## src/hw/bridge_window_defs.svh

```systemverilog
/*
 * Register offsets, field positions and reset values of the bridge memory window registers.
 * Assumes inclusion by bare name from any design file that needs them.
 */
`ifndef BRIDGE_WINDOW_DEFS_SVH
`define BRIDGE_WINDOW_DEFS_SVH

`define OFS_NP_BOTTOM 8'h20
`define OFS_NP_TOP 8'h22
`define OFS_PF_BOTTOM 8'h24
`define OFS_PF_TOP 8'h26
`define OFS_PF_BOTTOM_HIGH 8'h28
`define OFS_PF_TOP_HIGH 8'h2c

`define FIELD_MSB 15
`define FIELD_LSB 4
`define CAP_BIT 0

`define RST_BOTTOM_FIELD 12'hfff
`define RST_TOP_FIELD 12'h000
`define RST_CAP 1'b1
`define RST_BOTTOM_HIGH 32'hffffffff
`define RST_TOP_HIGH 32'h00000000

`define LOW_ONES 20'hfffff
`define LOW_ZEROS 20'h00000

`endif

```

## src/hw/bridge_window_pkg.sv

```systemverilog
/*
 * Types shared by the bridge memory window register bank and its helpers.
 * Assumes nothing of its surroundings.
 */
package bridge_window_pkg;
	typedef logic [7:0] cfg_addr_t;
	typedef logic [31:0] cfg_data_t;
	typedef logic [63:0] mem_addr_t;
	typedef logic [11:0] mb_field_t;
	typedef enum logic [2:0] {
		SEL_NONE,
		SEL_NP_BOTTOM,
		SEL_NP_TOP,
		SEL_PF_BOTTOM,
		SEL_PF_TOP,
		SEL_PF_BOTTOM_HIGH,
		SEL_PF_TOP_HIGH
	} reg_sel_e;
endpackage

```

## src/hw/window_if.sv

```systemverilog
/*
 * Carrier for one assembled memory window: 64-bit base and limit.
 * Assumes the register bank drives it and a window comparator reads it.
 */
`timescale 1ns/1ps
interface window_if;
	bridge_window_pkg::mem_addr_t base;
	bridge_window_pkg::mem_addr_t limit;
	modport src(output base, output limit);
	modport dst(input base, input limit);
endinterface

```

## src/hw/addr_decode.sv

```systemverilog
/*
 * Combinational decode of a configuration byte offset into a register select.
 * Assumes the offset is stable beside its strobe on the same clock.
 */
`timescale 1ns/1ps
`include "bridge_window_defs.svh"
module addr_decode (
	// Offset in, select out.
	input wire bridge_window_pkg::cfg_addr_t cfg_addr,
	output bridge_window_pkg::reg_sel_e sel
);
	import bridge_window_pkg::*;

	assign sel = (cfg_addr == `OFS_NP_BOTTOM) ? SEL_NP_BOTTOM :
		(cfg_addr == `OFS_NP_TOP) ? SEL_NP_TOP :
		(cfg_addr == `OFS_PF_BOTTOM) ? SEL_PF_BOTTOM :
		(cfg_addr == `OFS_PF_TOP) ? SEL_PF_TOP :
		(cfg_addr == `OFS_PF_BOTTOM_HIGH) ? SEL_PF_BOTTOM_HIGH :
		(cfg_addr == `OFS_PF_TOP_HIGH) ? SEL_PF_TOP_HIGH :
		SEL_NONE;
endmodule

```

## src/hw/window_match.sv

```systemverilog
/*
 * Registered inside-window test of one transaction address against one window.
 * Assumes base and limit come from registers on the same clock.
 */
`timescale 1ns/1ps
module window_match (
	// Clock and reset.
	input wire logic ref_clk,
	input wire logic sys_rst,
	// Window bounds.
	window_if.dst win,
	// Query and answer.
	input wire bridge_window_pkg::mem_addr_t query_addr,
	input wire logic query_valid,
	output logic hit
);
	import bridge_window_pkg::*;

	logic in_range;
	logic hit_nxt;
	logic hit_r;

	assign in_range = (query_addr >= win.base) && (query_addr <= win.limit);
	assign hit_nxt = query_valid && in_range;

	always_ff @(posedge ref_clk) begin
		if (sys_rst) begin
			hit_r <= 1'b0;
		end else begin
			hit_r <= hit_nxt;
		end
	end

	assign hit = hit_r;

	property p_hit_range;
		@(posedge ref_clk) disable iff (sys_rst)
		query_valid |=> hit == ($past(query_addr) >= $past(win.base) && $past(query_addr) <= $past(win.limit));
	endproperty
	a_hit_range: assert property (p_hit_range) else $error("Window hit disagrees with address range.");

	property p_empty_window;
		@(posedge ref_clk) disable iff (sys_rst)
		(win.base > win.limit) ##1 (win.base > win.limit) |-> !hit;
	endproperty
	a_empty_window: assert property (p_empty_window) else $error("Empty window reported a hit.");
endmodule

```

## src/hw/bridge_memory_window_regs.sv

```systemverilog
/*
 * Memory window register bank of a bridge function: non-prefetchable bounds, prefetchable
 * bounds with upper words and the wide addressing capability, plus the forwarding decision.
 * Assumes a configuration master on the same clock that keeps its strobes one cycle long
 * and never raises both at once, and a lock input driven by logic on the same clock.
 */
// Added by the designer: the plain strobed port.
// Summary of operation
// - Non-prefetchable top field holds A[31:20], resets zero.
// - Window tops assume A[19:0] all ones.
// - Non-prefetchable bounds decide non-prefetchable forwarding.
// - Lockable capability bit selects 32/64-bit, resets one.
// - Prefetchable top bit 0 mirrors capability.
// - Prefetchable bottom field A[31:20], resets 0xfff.
// - Prefetchable top field A[31:20], resets zero.
// - Four prefetchable registers decide prefetchable forwarding.
// - Bottom high word gives A[63:32], resets ones.
// - Top high word gives A[63:32], resets zero.
// - Narrow mode makes high words zero, read-only.
// - Non-prefetchable bottom field A[31:20], resets 0xfff.
`timescale 1ns/1ps
`include "bridge_window_defs.svh"
module bridge_memory_window_regs (
	// Clock and reset.
	input wire logic ref_clk,
	input wire logic sys_rst,
	// Configuration register port.
	input wire bridge_window_pkg::cfg_addr_t cfg_addr,
	input wire bridge_window_pkg::cfg_data_t cfg_wdata,
	input wire logic cfg_wr,
	input wire logic cfg_rd,
	output bridge_window_pkg::cfg_data_t cfg_rdata,
	// Capability lock.
	input wire logic cap_lock,
	// Transaction address check.
	input wire bridge_window_pkg::mem_addr_t txn_addr,
	input wire logic txn_valid,
	output logic fwd_nonprefetch,
	output logic fwd_prefetch,
	// Mode status.
	output logic wide_prefetch_addressing
);
	import bridge_window_pkg::*;

	reg_sel_e sel;
	logic wr_np_bottom;
	logic wr_np_top;
	logic wr_pf_bottom;
	logic wr_pf_top;
	logic wr_cap;
	logic wr_pf_bottom_high;
	logic wr_pf_top_high;

	mb_field_t nonprefetch_window_bottom_r;
	mb_field_t nonprefetch_window_top_r;
	mb_field_t prefetch_window_bottom_r;
	mb_field_t prefetch_window_top_r;
	logic prefetch_wide_addr_capable_r;
	cfg_data_t prefetch_bottom_high_r;
	cfg_data_t prefetch_top_high_r;

	mb_field_t nonprefetch_window_bottom_nxt;
	mb_field_t nonprefetch_window_top_nxt;
	mb_field_t prefetch_window_bottom_nxt;
	mb_field_t prefetch_window_top_nxt;
	logic prefetch_wide_addr_capable_nxt;
	cfg_data_t prefetch_bottom_high_nxt;
	cfg_data_t prefetch_top_high_nxt;

	cfg_data_t bottom_high_view;
	cfg_data_t top_high_view;
	cfg_data_t np_bottom_rd;
	cfg_data_t np_top_rd;
	cfg_data_t pf_bottom_rd;
	cfg_data_t pf_top_rd;
	cfg_data_t rd_mux;
	cfg_data_t cfg_rdata_nxt;
	cfg_data_t cfg_rdata_r;
	logic wide_mode_r;

	window_if np_win ();
	window_if pf_win ();

	addr_decode u_decode (
		.cfg_addr(cfg_addr),
		.sel(sel)
	);

	// Write strobes per register.
	assign wr_np_bottom = cfg_wr && (sel == SEL_NP_BOTTOM);
	assign wr_np_top = cfg_wr && (sel == SEL_NP_TOP);
	assign wr_pf_bottom = cfg_wr && (sel == SEL_PF_BOTTOM);
	assign wr_pf_top = cfg_wr && (sel == SEL_PF_TOP);
	assign wr_cap = wr_pf_bottom && !cap_lock;
	assign wr_pf_bottom_high = cfg_wr && (sel == SEL_PF_BOTTOM_HIGH) && prefetch_wide_addr_capable_r;
	assign wr_pf_top_high = cfg_wr && (sel == SEL_PF_TOP_HIGH) && prefetch_wide_addr_capable_r;

	assign nonprefetch_window_bottom_nxt = wr_np_bottom ? cfg_wdata[`FIELD_MSB:`FIELD_LSB] :
		nonprefetch_window_bottom_r;
	assign nonprefetch_window_top_nxt = wr_np_top ? cfg_wdata[`FIELD_MSB:`FIELD_LSB] : nonprefetch_window_top_r;
	assign prefetch_window_bottom_nxt = wr_pf_bottom ? cfg_wdata[`FIELD_MSB:`FIELD_LSB] : prefetch_window_bottom_r;
	assign prefetch_window_top_nxt = wr_pf_top ? cfg_wdata[`FIELD_MSB:`FIELD_LSB] : prefetch_window_top_r;
	assign prefetch_wide_addr_capable_nxt = wr_cap ? cfg_wdata[`CAP_BIT] : prefetch_wide_addr_capable_r;

	// Clearing the stored words in narrow mode means a later return to wide mode starts from zero.
	// bottom and top high words
	assign prefetch_bottom_high_nxt = !prefetch_wide_addr_capable_r ? '0 :
		wr_pf_bottom_high ? cfg_wdata : prefetch_bottom_high_r;
	assign prefetch_top_high_nxt = !prefetch_wide_addr_capable_r ? '0 :
		wr_pf_top_high ? cfg_wdata : prefetch_top_high_r;

	always_ff @(posedge ref_clk) begin
		if (sys_rst) begin
			nonprefetch_window_bottom_r <= `RST_BOTTOM_FIELD;
			nonprefetch_window_top_r <= `RST_TOP_FIELD;
			prefetch_window_bottom_r <= `RST_BOTTOM_FIELD;
			prefetch_window_top_r <= `RST_TOP_FIELD;
			prefetch_wide_addr_capable_r <= `RST_CAP;
		end else begin
			nonprefetch_window_bottom_r <= nonprefetch_window_bottom_nxt;
			nonprefetch_window_top_r <= nonprefetch_window_top_nxt;
			prefetch_window_bottom_r <= prefetch_window_bottom_nxt;
			prefetch_window_top_r <= prefetch_window_top_nxt;
			prefetch_wide_addr_capable_r <= prefetch_wide_addr_capable_nxt;
		end
	end

	always_ff @(posedge ref_clk) begin
		if (sys_rst) begin
			prefetch_bottom_high_r <= `RST_BOTTOM_HIGH;
			prefetch_top_high_r <= `RST_TOP_HIGH;
		end else begin
			prefetch_bottom_high_r <= prefetch_bottom_high_nxt;
			prefetch_top_high_r <= prefetch_top_high_nxt;
		end
	end

	assign bottom_high_view = prefetch_wide_addr_capable_r ? prefetch_bottom_high_r : '0;
	assign top_high_view = prefetch_wide_addr_capable_r ? prefetch_top_high_r : '0;

	assign np_bottom_rd = {16'h0000, nonprefetch_window_bottom_r, 4'h0};
	assign np_top_rd = {16'h0000, nonprefetch_window_top_r, 4'h0};
	assign pf_bottom_rd = {16'h0000, prefetch_window_bottom_r, 3'h0, prefetch_wide_addr_capable_r};
	assign pf_top_rd = {16'h0000, prefetch_window_top_r, 3'h0, prefetch_wide_addr_capable_r};

	// Unmapped offsets read as zero so software probing the space sees nothing stale.
	assign rd_mux = (sel == SEL_NP_BOTTOM) ? np_bottom_rd :
		(sel == SEL_NP_TOP) ? np_top_rd :
		(sel == SEL_PF_BOTTOM) ? pf_bottom_rd :
		(sel == SEL_PF_TOP) ? pf_top_rd :
		(sel == SEL_PF_BOTTOM_HIGH) ? bottom_high_view :
		(sel == SEL_PF_TOP_HIGH) ? top_high_view :
		'0;
	assign cfg_rdata_nxt = cfg_rd ? rd_mux : '0;

	always_ff @(posedge ref_clk) begin
		if (sys_rst) begin
			cfg_rdata_r <= '0;
			wide_mode_r <= `RST_CAP;
		end else begin
			cfg_rdata_r <= cfg_rdata_nxt;
			wide_mode_r <= prefetch_wide_addr_capable_r;
		end
	end

	assign cfg_rdata = cfg_rdata_r;
	assign wide_prefetch_addressing = wide_mode_r;

	assign np_win.base = {32'h00000000, nonprefetch_window_bottom_r, `LOW_ZEROS};
	assign np_win.limit = {32'h00000000, nonprefetch_window_top_r, `LOW_ONES};
	assign pf_win.base = {bottom_high_view, prefetch_window_bottom_r, `LOW_ZEROS};
	assign pf_win.limit = {top_high_view, prefetch_window_top_r, `LOW_ONES};

	window_match u_np_match (
		.ref_clk(ref_clk),
		.sys_rst(sys_rst),
		.win(np_win),
		.query_addr(txn_addr),
		.query_valid(txn_valid),
		.hit(fwd_nonprefetch)
	);

	window_match u_pf_match (
		.ref_clk(ref_clk),
		.sys_rst(sys_rst),
		.win(pf_win),
		.query_addr(txn_addr),
		.query_valid(txn_valid),
		.hit(fwd_prefetch)
	);

	property p_np_top_write;
		@(posedge ref_clk) disable iff (sys_rst)
		(cfg_wr && cfg_addr == `OFS_NP_TOP) |=> nonprefetch_window_top_r == $past(cfg_wdata[`FIELD_MSB:`FIELD_LSB]);
	endproperty
	a_np_top_write: assert property (p_np_top_write) else $error("Top field did not take the write.");

	property p_low_ones;
		@(posedge ref_clk) disable iff (sys_rst)
		(np_win.limit[19:0] == `LOW_ONES) && (pf_win.limit[19:0] == `LOW_ONES) && (pf_win.base[19:0] == `LOW_ZEROS);
	endproperty
	a_low_ones: assert property (p_low_ones) else $error("Window low address bits are wrong.");

	property p_reset_values;
		@(posedge ref_clk) disable iff (sys_rst)
		$past(sys_rst) |-> nonprefetch_window_top_r == `RST_TOP_FIELD && prefetch_window_top_r == `RST_TOP_FIELD
			&& nonprefetch_window_bottom_r == `RST_BOTTOM_FIELD && prefetch_window_bottom_r == `RST_BOTTOM_FIELD
			&& prefetch_wide_addr_capable_r && prefetch_bottom_high_r == `RST_BOTTOM_HIGH
			&& prefetch_top_high_r == `RST_TOP_HIGH;
	endproperty
	a_reset_values: assert property (p_reset_values) else $error("Register reset value is wrong.");

	property p_cap_locked;
		@(posedge ref_clk) disable iff (sys_rst)
		(cap_lock && cfg_wr && cfg_addr == `OFS_PF_BOTTOM) |=> $stable(prefetch_wide_addr_capable_r);
	endproperty
	a_cap_locked: assert property (p_cap_locked) else $error("Locked capability bit changed.");

	property p_cap_mirror;
		@(posedge ref_clk) disable iff (sys_rst)
		(cfg_rd && cfg_addr == `OFS_PF_TOP) |=> cfg_rdata[`CAP_BIT] == $past(prefetch_wide_addr_capable_r);
	endproperty
	a_cap_mirror: assert property (p_cap_mirror) else $error("Top register bit 0 does not mirror capability.");

	property p_high_write;
		@(posedge ref_clk) disable iff (sys_rst)
		(cfg_wr && cfg_addr == `OFS_PF_BOTTOM_HIGH && prefetch_wide_addr_capable_r) |=>
			prefetch_bottom_high_r == $past(cfg_wdata);
	endproperty
	a_high_write: assert property (p_high_write) else $error("Bottom high word did not take the write.");

	property p_narrow_reads_zero;
		@(posedge ref_clk) disable iff (sys_rst)
		(cfg_rd && !prefetch_wide_addr_capable_r && (cfg_addr == `OFS_PF_BOTTOM_HIGH || cfg_addr == `OFS_PF_TOP_HIGH))
			|=> cfg_rdata == '0;
	endproperty
	a_narrow_reads_zero: assert property (p_narrow_reads_zero) else $error("High word not zero in narrow mode.");

	property p_reserved_zero;
		@(posedge ref_clk) disable iff (sys_rst)
		(cfg_rd && (cfg_addr == `OFS_NP_TOP || cfg_addr == `OFS_PF_BOTTOM)) |=> cfg_rdata[3:1] == 3'h0
			&& cfg_rdata[31:16] == 16'h0000;
	endproperty
	a_reserved_zero: assert property (p_reserved_zero) else $error("Reserved bits read nonzero.");

	property p_np_bottom_write;
		@(posedge ref_clk) disable iff (sys_rst)
		(cfg_wr && cfg_addr == `OFS_NP_BOTTOM) |=>
			nonprefetch_window_bottom_r == $past(cfg_wdata[`FIELD_MSB:`FIELD_LSB]);
	endproperty
	a_np_bottom_write: assert property (p_np_bottom_write) else $error("Bottom field did not take the write.");

	property p_pf_bottom_write;
		@(posedge ref_clk) disable iff (sys_rst)
		(cfg_wr && cfg_addr == `OFS_PF_BOTTOM) |=>
			prefetch_window_bottom_r == $past(cfg_wdata[`FIELD_MSB:`FIELD_LSB]);
	endproperty
	a_pf_bottom_write: assert property (p_pf_bottom_write) else $error("Bottom field lost its write.");

	property p_pf_top_write;
		@(posedge ref_clk) disable iff (sys_rst)
		(cfg_wr && cfg_addr == `OFS_PF_TOP) |=>
			prefetch_window_top_r == $past(cfg_wdata[`FIELD_MSB:`FIELD_LSB]);
	endproperty
	a_pf_top_write: assert property (p_pf_top_write) else $error("Top field lost its write.");

	property p_top_high_write;
		@(posedge ref_clk) disable iff (sys_rst)
		(cfg_wr && cfg_addr == `OFS_PF_TOP_HIGH && prefetch_wide_addr_capable_r) |=>
			prefetch_top_high_r == $past(cfg_wdata);
	endproperty
	a_top_high_write: assert property (p_top_high_write) else $error("Top high word did not take the write.");

	property p_narrow_high_clear;
		@(posedge ref_clk) disable iff (sys_rst)
		!prefetch_wide_addr_capable_r |=> prefetch_bottom_high_r == '0 && prefetch_top_high_r == '0;
	endproperty
	a_narrow_high_clear: assert property (p_narrow_high_clear) else $error("High words kept in narrow mode.");

	// The window is checked on the 12-bit fields, so a fault in the 64-bit assembly shows up here.
	property p_np_forward;
		@(posedge ref_clk) disable iff (sys_rst)
		txn_valid |=> fwd_nonprefetch == ($past(txn_addr[63:32]) == 32'h00000000
			&& $past(txn_addr[31:20]) >= $past(nonprefetch_window_bottom_r)
			&& $past(txn_addr[31:20]) <= $past(nonprefetch_window_top_r));
	endproperty
	a_np_forward: assert property (p_np_forward) else $error("Non-prefetchable forward decision is wrong.");

	property p_pf_forward;
		@(posedge ref_clk) disable iff (sys_rst)
		txn_valid |=> fwd_prefetch == (
			$past(txn_addr[63:20]) >= {$past(bottom_high_view), $past(prefetch_window_bottom_r)}
			&& $past(txn_addr[63:20]) <= {$past(top_high_view), $past(prefetch_window_top_r)});
	endproperty
	a_pf_forward: assert property (p_pf_forward) else $error("Prefetchable forward decision is wrong.");

	property p_wide_status;
		@(posedge ref_clk) disable iff (sys_rst)
		!$past(sys_rst) |-> wide_prefetch_addressing == $past(prefetch_wide_addr_capable_r);
	endproperty
	a_wide_status: assert property (p_wide_status) else $error("Mode status does not follow capability.");
endmodule

```

## config.mk

```make
export PLATFORM = sky130hd
export DESIGN_NAME = bridge_memory_window_regs
export DESIGN_NICKNAME = d
export VERILOG_FILES = /design/src/hw/bridge_window_pkg.sv /design/src/hw/window_if.sv /design/src/hw/addr_decode.sv /design/src/hw/window_match.sv /design/src/hw/bridge_memory_window_regs.sv
export VERILOG_INCLUDE_DIRS = /design/src /design/src/hw
export SDC_FILE = /design/constraint.sdc
export NUM_CORES = 1
export LEC_CHECK = 0
export ABC_AREA = 1
export BUFFER_PORTS_ARGS = -buffer_cell sky130_fd_sc_hd__buf_2
export CELL_PAD_IN_SITES_DETAIL_PLACEMENT = 1
export CELL_PAD_IN_SITES_GLOBAL_PLACEMENT = 1
export CORE_MARGIN = 1
export CORE_UTILIZATION = 34
export DETAILED_ROUTE_END_ITERATION = 12
export HOLD_SLACK_MARGIN = 0.08
export PLACE_DENSITY_LB_ADDON = 0.1
export SLEW_MARGIN = 20
export SYNTH_ARGS = -nofsm -noshare
export SYNTH_HDL_FRONTEND = slang
export SYNTH_SLANG_ARGS = --single-unit
```

## constraint.sdc

```tcl
create_clock -name ref_clk -period 4.25 [get_ports ref_clk]
set_clock_uncertainty 0.05 [all_clocks]
set_input_delay 0.425 -clock ref_clk [delete_from_list [all_inputs] [get_ports ref_clk]]
set_output_delay 0.425 -clock ref_clk [all_outputs]
set_load 0.1 [all_outputs]
```

==> run summary <==
The run finished with clean final reports. Setup violations remaining at the end of the flow were counted as 0. The tree is rooted in a sky130_fd_sc_hd__clkbuf_16. For this run, the number of Yosys warnings is 0.

The kind of start point of the critical path was a flop. The fraction of the yosys area taken by sequential cells is 0.337, and the proportion of synthesized area in mux cells is 0. For this run, the number of standard cells in the final layout without fillers is 1630.

For the worst hold-check slack, the log shows 0.160 ns. After detailed placement, the total cell area comes to 9780 um^2. The number of antenna violations at the first check in global routing came out at 0. The number of H-tree levels came out at 4.

The share of post-route cells with drive strength above 1 is 0.168. The post-synthesis net count was 1383. For this block, the routed nets add up to 29.8 mm of wire.

Summed over all failing endpoints, the final setup total negative slack is 0 ns. The kind of end point of the critical path is a flop. The share of the synthesized netlist area taken by xor and xnor gates works out to 0. Port buffering added 144 buffers. The number of nets in the final layout is 1509, and the count of TritonRoute iterations in the first routing pass is 5. The half-perimeter wire length after detailed placement was 22.9 mm. The number of global-route vias before repair was 8709; the post-synthesis to final-layout area growth was 18.3%.

The commonest register cell after synthesis is sky130_fd_sc_hd__dfxtp_1. The final critical-path share of the clock period is 0.737. The die height works out to 163 um. Measured along the x axis, the die boundary spans 163 um. The logs give 0 for the post-route antenna net violation count and 3.45 ns for the worst path arrival time. Along the worst path, the maximum fanout reaches 37.

Summing all non-filler instances in the final layout gives an area of 10400 um^2. The total global routing track utilization was 0.236. Power comes to 3.28 mW. By startpoint and endpoint, the worst setup path is classified as flop to flop. Hold repair after CTS inserted 0 buffers. STA puts the critical path data required time at 4.57 ns. The run gives 59 as the largest net degree at the start of global routing. Dividing the detail-routed wire length by the instance count gives 18.3 um. Share of synthesized registers carrying an async set or reset: 0. The run gives 0 as the total congestion overflow after global routing. In the routed design, unresolved DRC markers number 0. Cell with the most instances after synthesis: sky130_fd_sc_hd__nand2_1.

Post-CTS timing repair inserted 0 buffers for setup. For the pin with the worst max-slew slack, the measured transition is 1.01 ns. Clock latency on the worst-skew pair, taken at its later pin, is 0.43 ns.

After synthesis, the largest family of logic cells by area is compound AO/OA/AOI/OAI gates. Counting the buffers created by CTS gives 17. The count of final max-slew check failures was 0. In this run the worst hold path is classified as primary input to flop. TritonCTS built the clock tree.

Fraction of the core area covered by cells at the end of the flow: 0.411. Summed over all cells, the static leakage comes to 5.33 nW. After synthesis, the cell types taking the most area are sky130_fd_sc_hd__dfxtp_1 (34%), sky130_fd_sc_hd__ha_1 (16%), sky130_fd_sc_hd__nand2_1 (10%). OpenSTA, run right after detailed placement, puts the worst setup slack at 1.07 ns. After detailed routing, the number of vias per cell comes to 5.10. The clock period could shrink to 3.13 ns. The commonest cells after synthesis are sky130_fd_sc_hd__nand2_1 (240), sky130_fd_sc_hd__dfxtp_1 (148), sky130_fd_sc_hd__inv_1 (142), sky130_fd_sc_hd__ha_1 (112), sky130_fd_sc_hd__a21oi_1 (100). Yosys mapped a number of flops with a built-in enable equal to 0. The proportion of netlist area held by the largest area contributor is 0.337, and the number of endpoints with negative hold slack in the final report is 0. Across the run, the number of max-cap violations was 0.

For this block, the initial DRC count from the detailed router was 348. The clock transition at the registers of the reported paths was 0.07 ns. The arithmetic-cell share of the synthesized area counting full adders, half adders and majority gates was 0.159. Counting tap cells, the placed design contains a total of 1598 instances. For the final worst-path setup slack, the log shows 1.12 ns. The number of antenna cells inserted was 0. Most area-hungry cell type in the Yosys netlist: sky130_fd_sc_hd__dfxtp_1.

The tools report the area enclosed by the die boundary as 26500 um^2. For this design the top-level I/O count stands at 145. The power per cell area is 316 nW/um^2, and the achievable clock frequency is 319 MHz. Across the VDD grid, the largest voltage drop is 215 uV.

Setup repair after global routing left no endpoint under its margin. The run gives 148 as the sink count of the clock tree. The post-CTS resize count is 0, and the standard-cell row count is 58. At the end of routability-driven placement, the weighted congestion stood at 0.826. The number of unique standard cell types used by synthesis was 39; the via count was 8320. The mean area per synthesized cell was 7.57 um^2; the initial core utilization was 0.348. The global-route wire length before repair was 47.8 mm; the area fraction in compound gates after synthesis was 0.209. The buffer levels on the longest clock path was 2. The simple-gate area share of the yosys netlist was 0.204; the count of state elements after synthesis was 148. The cell count after synthesis came out at 1161. The area of the core is 25300 um^2. The cell area after technology mapping was 8790 um^2; the worst slew margin relative to its limit was 0.328.
-- critical path, cell delays in order (launching register included) --
cell	delay (ns)
sky130_fd_sc_hd__dfxtp_2	0.77
sky130_fd_sc_hd__buf_4	0.49
sky130_fd_sc_hd__nand2_1	0.18
sky130_fd_sc_hd__ha_1	0.35
sky130_fd_sc_hd__nand4_1	0.19
sky130_fd_sc_hd__nor2_1	0.16
sky130_fd_sc_hd__nand3_1	0.12
sky130_fd_sc_hd__nor4_1	0.31
sky130_fd_sc_hd__nand2_1	0.17
sky130_fd_sc_hd__nand4_1	0.12
sky130_fd_sc_hd__nand2_1	0.06
sky130_fd_sc_hd__nor2_1	0.08
-- path summary, 6_finish.rpt --
kind	slack (ns)	from	cells after the start	end
min	0.16	cap_lock	2	prefetch_wide_addr_capable_r
max reg2reg	1.12	prefetch_wide_addr_capable_r	11	u_pf_match.hit
min reg2reg	0.41	prefetch_bottom_high_r[7]	2	prefetch_bottom_high_r[7]
max	1.12	prefetch_wide_addr_capable_r	11	u_pf_match.hit
-- logic make-up after synthesis --
logic type	count (synthesis)
and+or+nand+nor	415
AOI/OAI and AO/OA	286
DFF	148
buffers and inverters	200
adders and majority gates	112
-- flip-flops by register name, summed over array words and instances (netlist names) --
name and flops:
prefetch_window_top_r 12, prefetch_top_high_r 32, u_pf_match.hit 1, cfg_rdata 32, u_np_match.hit 1, nonprefetch_window_top_r 12, prefetch_window_bottom_r 12, prefetch_wide_addr_capable_r 1
wide_prefetch_addressing 1, nonprefetch_window_bottom_r 12, prefetch_bottom_high_r 32
-- routing by layer --
metal | up-vias | global-route usage | wire [um]
li1 | 4247 | - | -
met1 | 3923 | 0.301 | 13900
met2 | 132 | 0.417 | 14700
met3 | 18 | 0.0328 | 881
met4 | 0 | 0.0506 | 326
met5 | - | 0 | 0
-- final cells by class --
| cell class | instances | area (um^2) |
|---|---|---|
| Fill cell | 3211 | 14900 |
| Inverter | 150 | 563 |
| Multi-Input combinational cell | 813 | 5020 |
| Clock buffer | 21 | 460 |
| Timing Repair Buffer | 157 | 818 |
| Tap cell | 330 | 413 |
| Clock inverter | 11 | 150 |
| Sequential cell | 148 | 2960 |
-- power breakdown --
part           switching [mW]  internal (mW)  leakage [nW]
clock                   0.649          0.959         0.294
sequential            0.00173           1.39          1.19
combinational           0.185         0.0987          3.84
-- cells in the final DEF, fill, tap and decap left out, drive strengths merged --
master and count:
bufinv 3, nor3 12, clkbuf 21, nor2 91, or4 1, and2 1, o2111ai 1, inv 152
o311ai 30, clkinvlp 2, a31oi 2, nor4 14, buf 157, o21ai 55, dfxtp 148, nand2 243
ha 112, or2 1, clkinv 4, o22ai 31, nand4 19, o221ai 1, nand3b 1, a211oi 30
a21oi 100, o211ai 36, nand3 32
(Power assumes the default switching activity.)
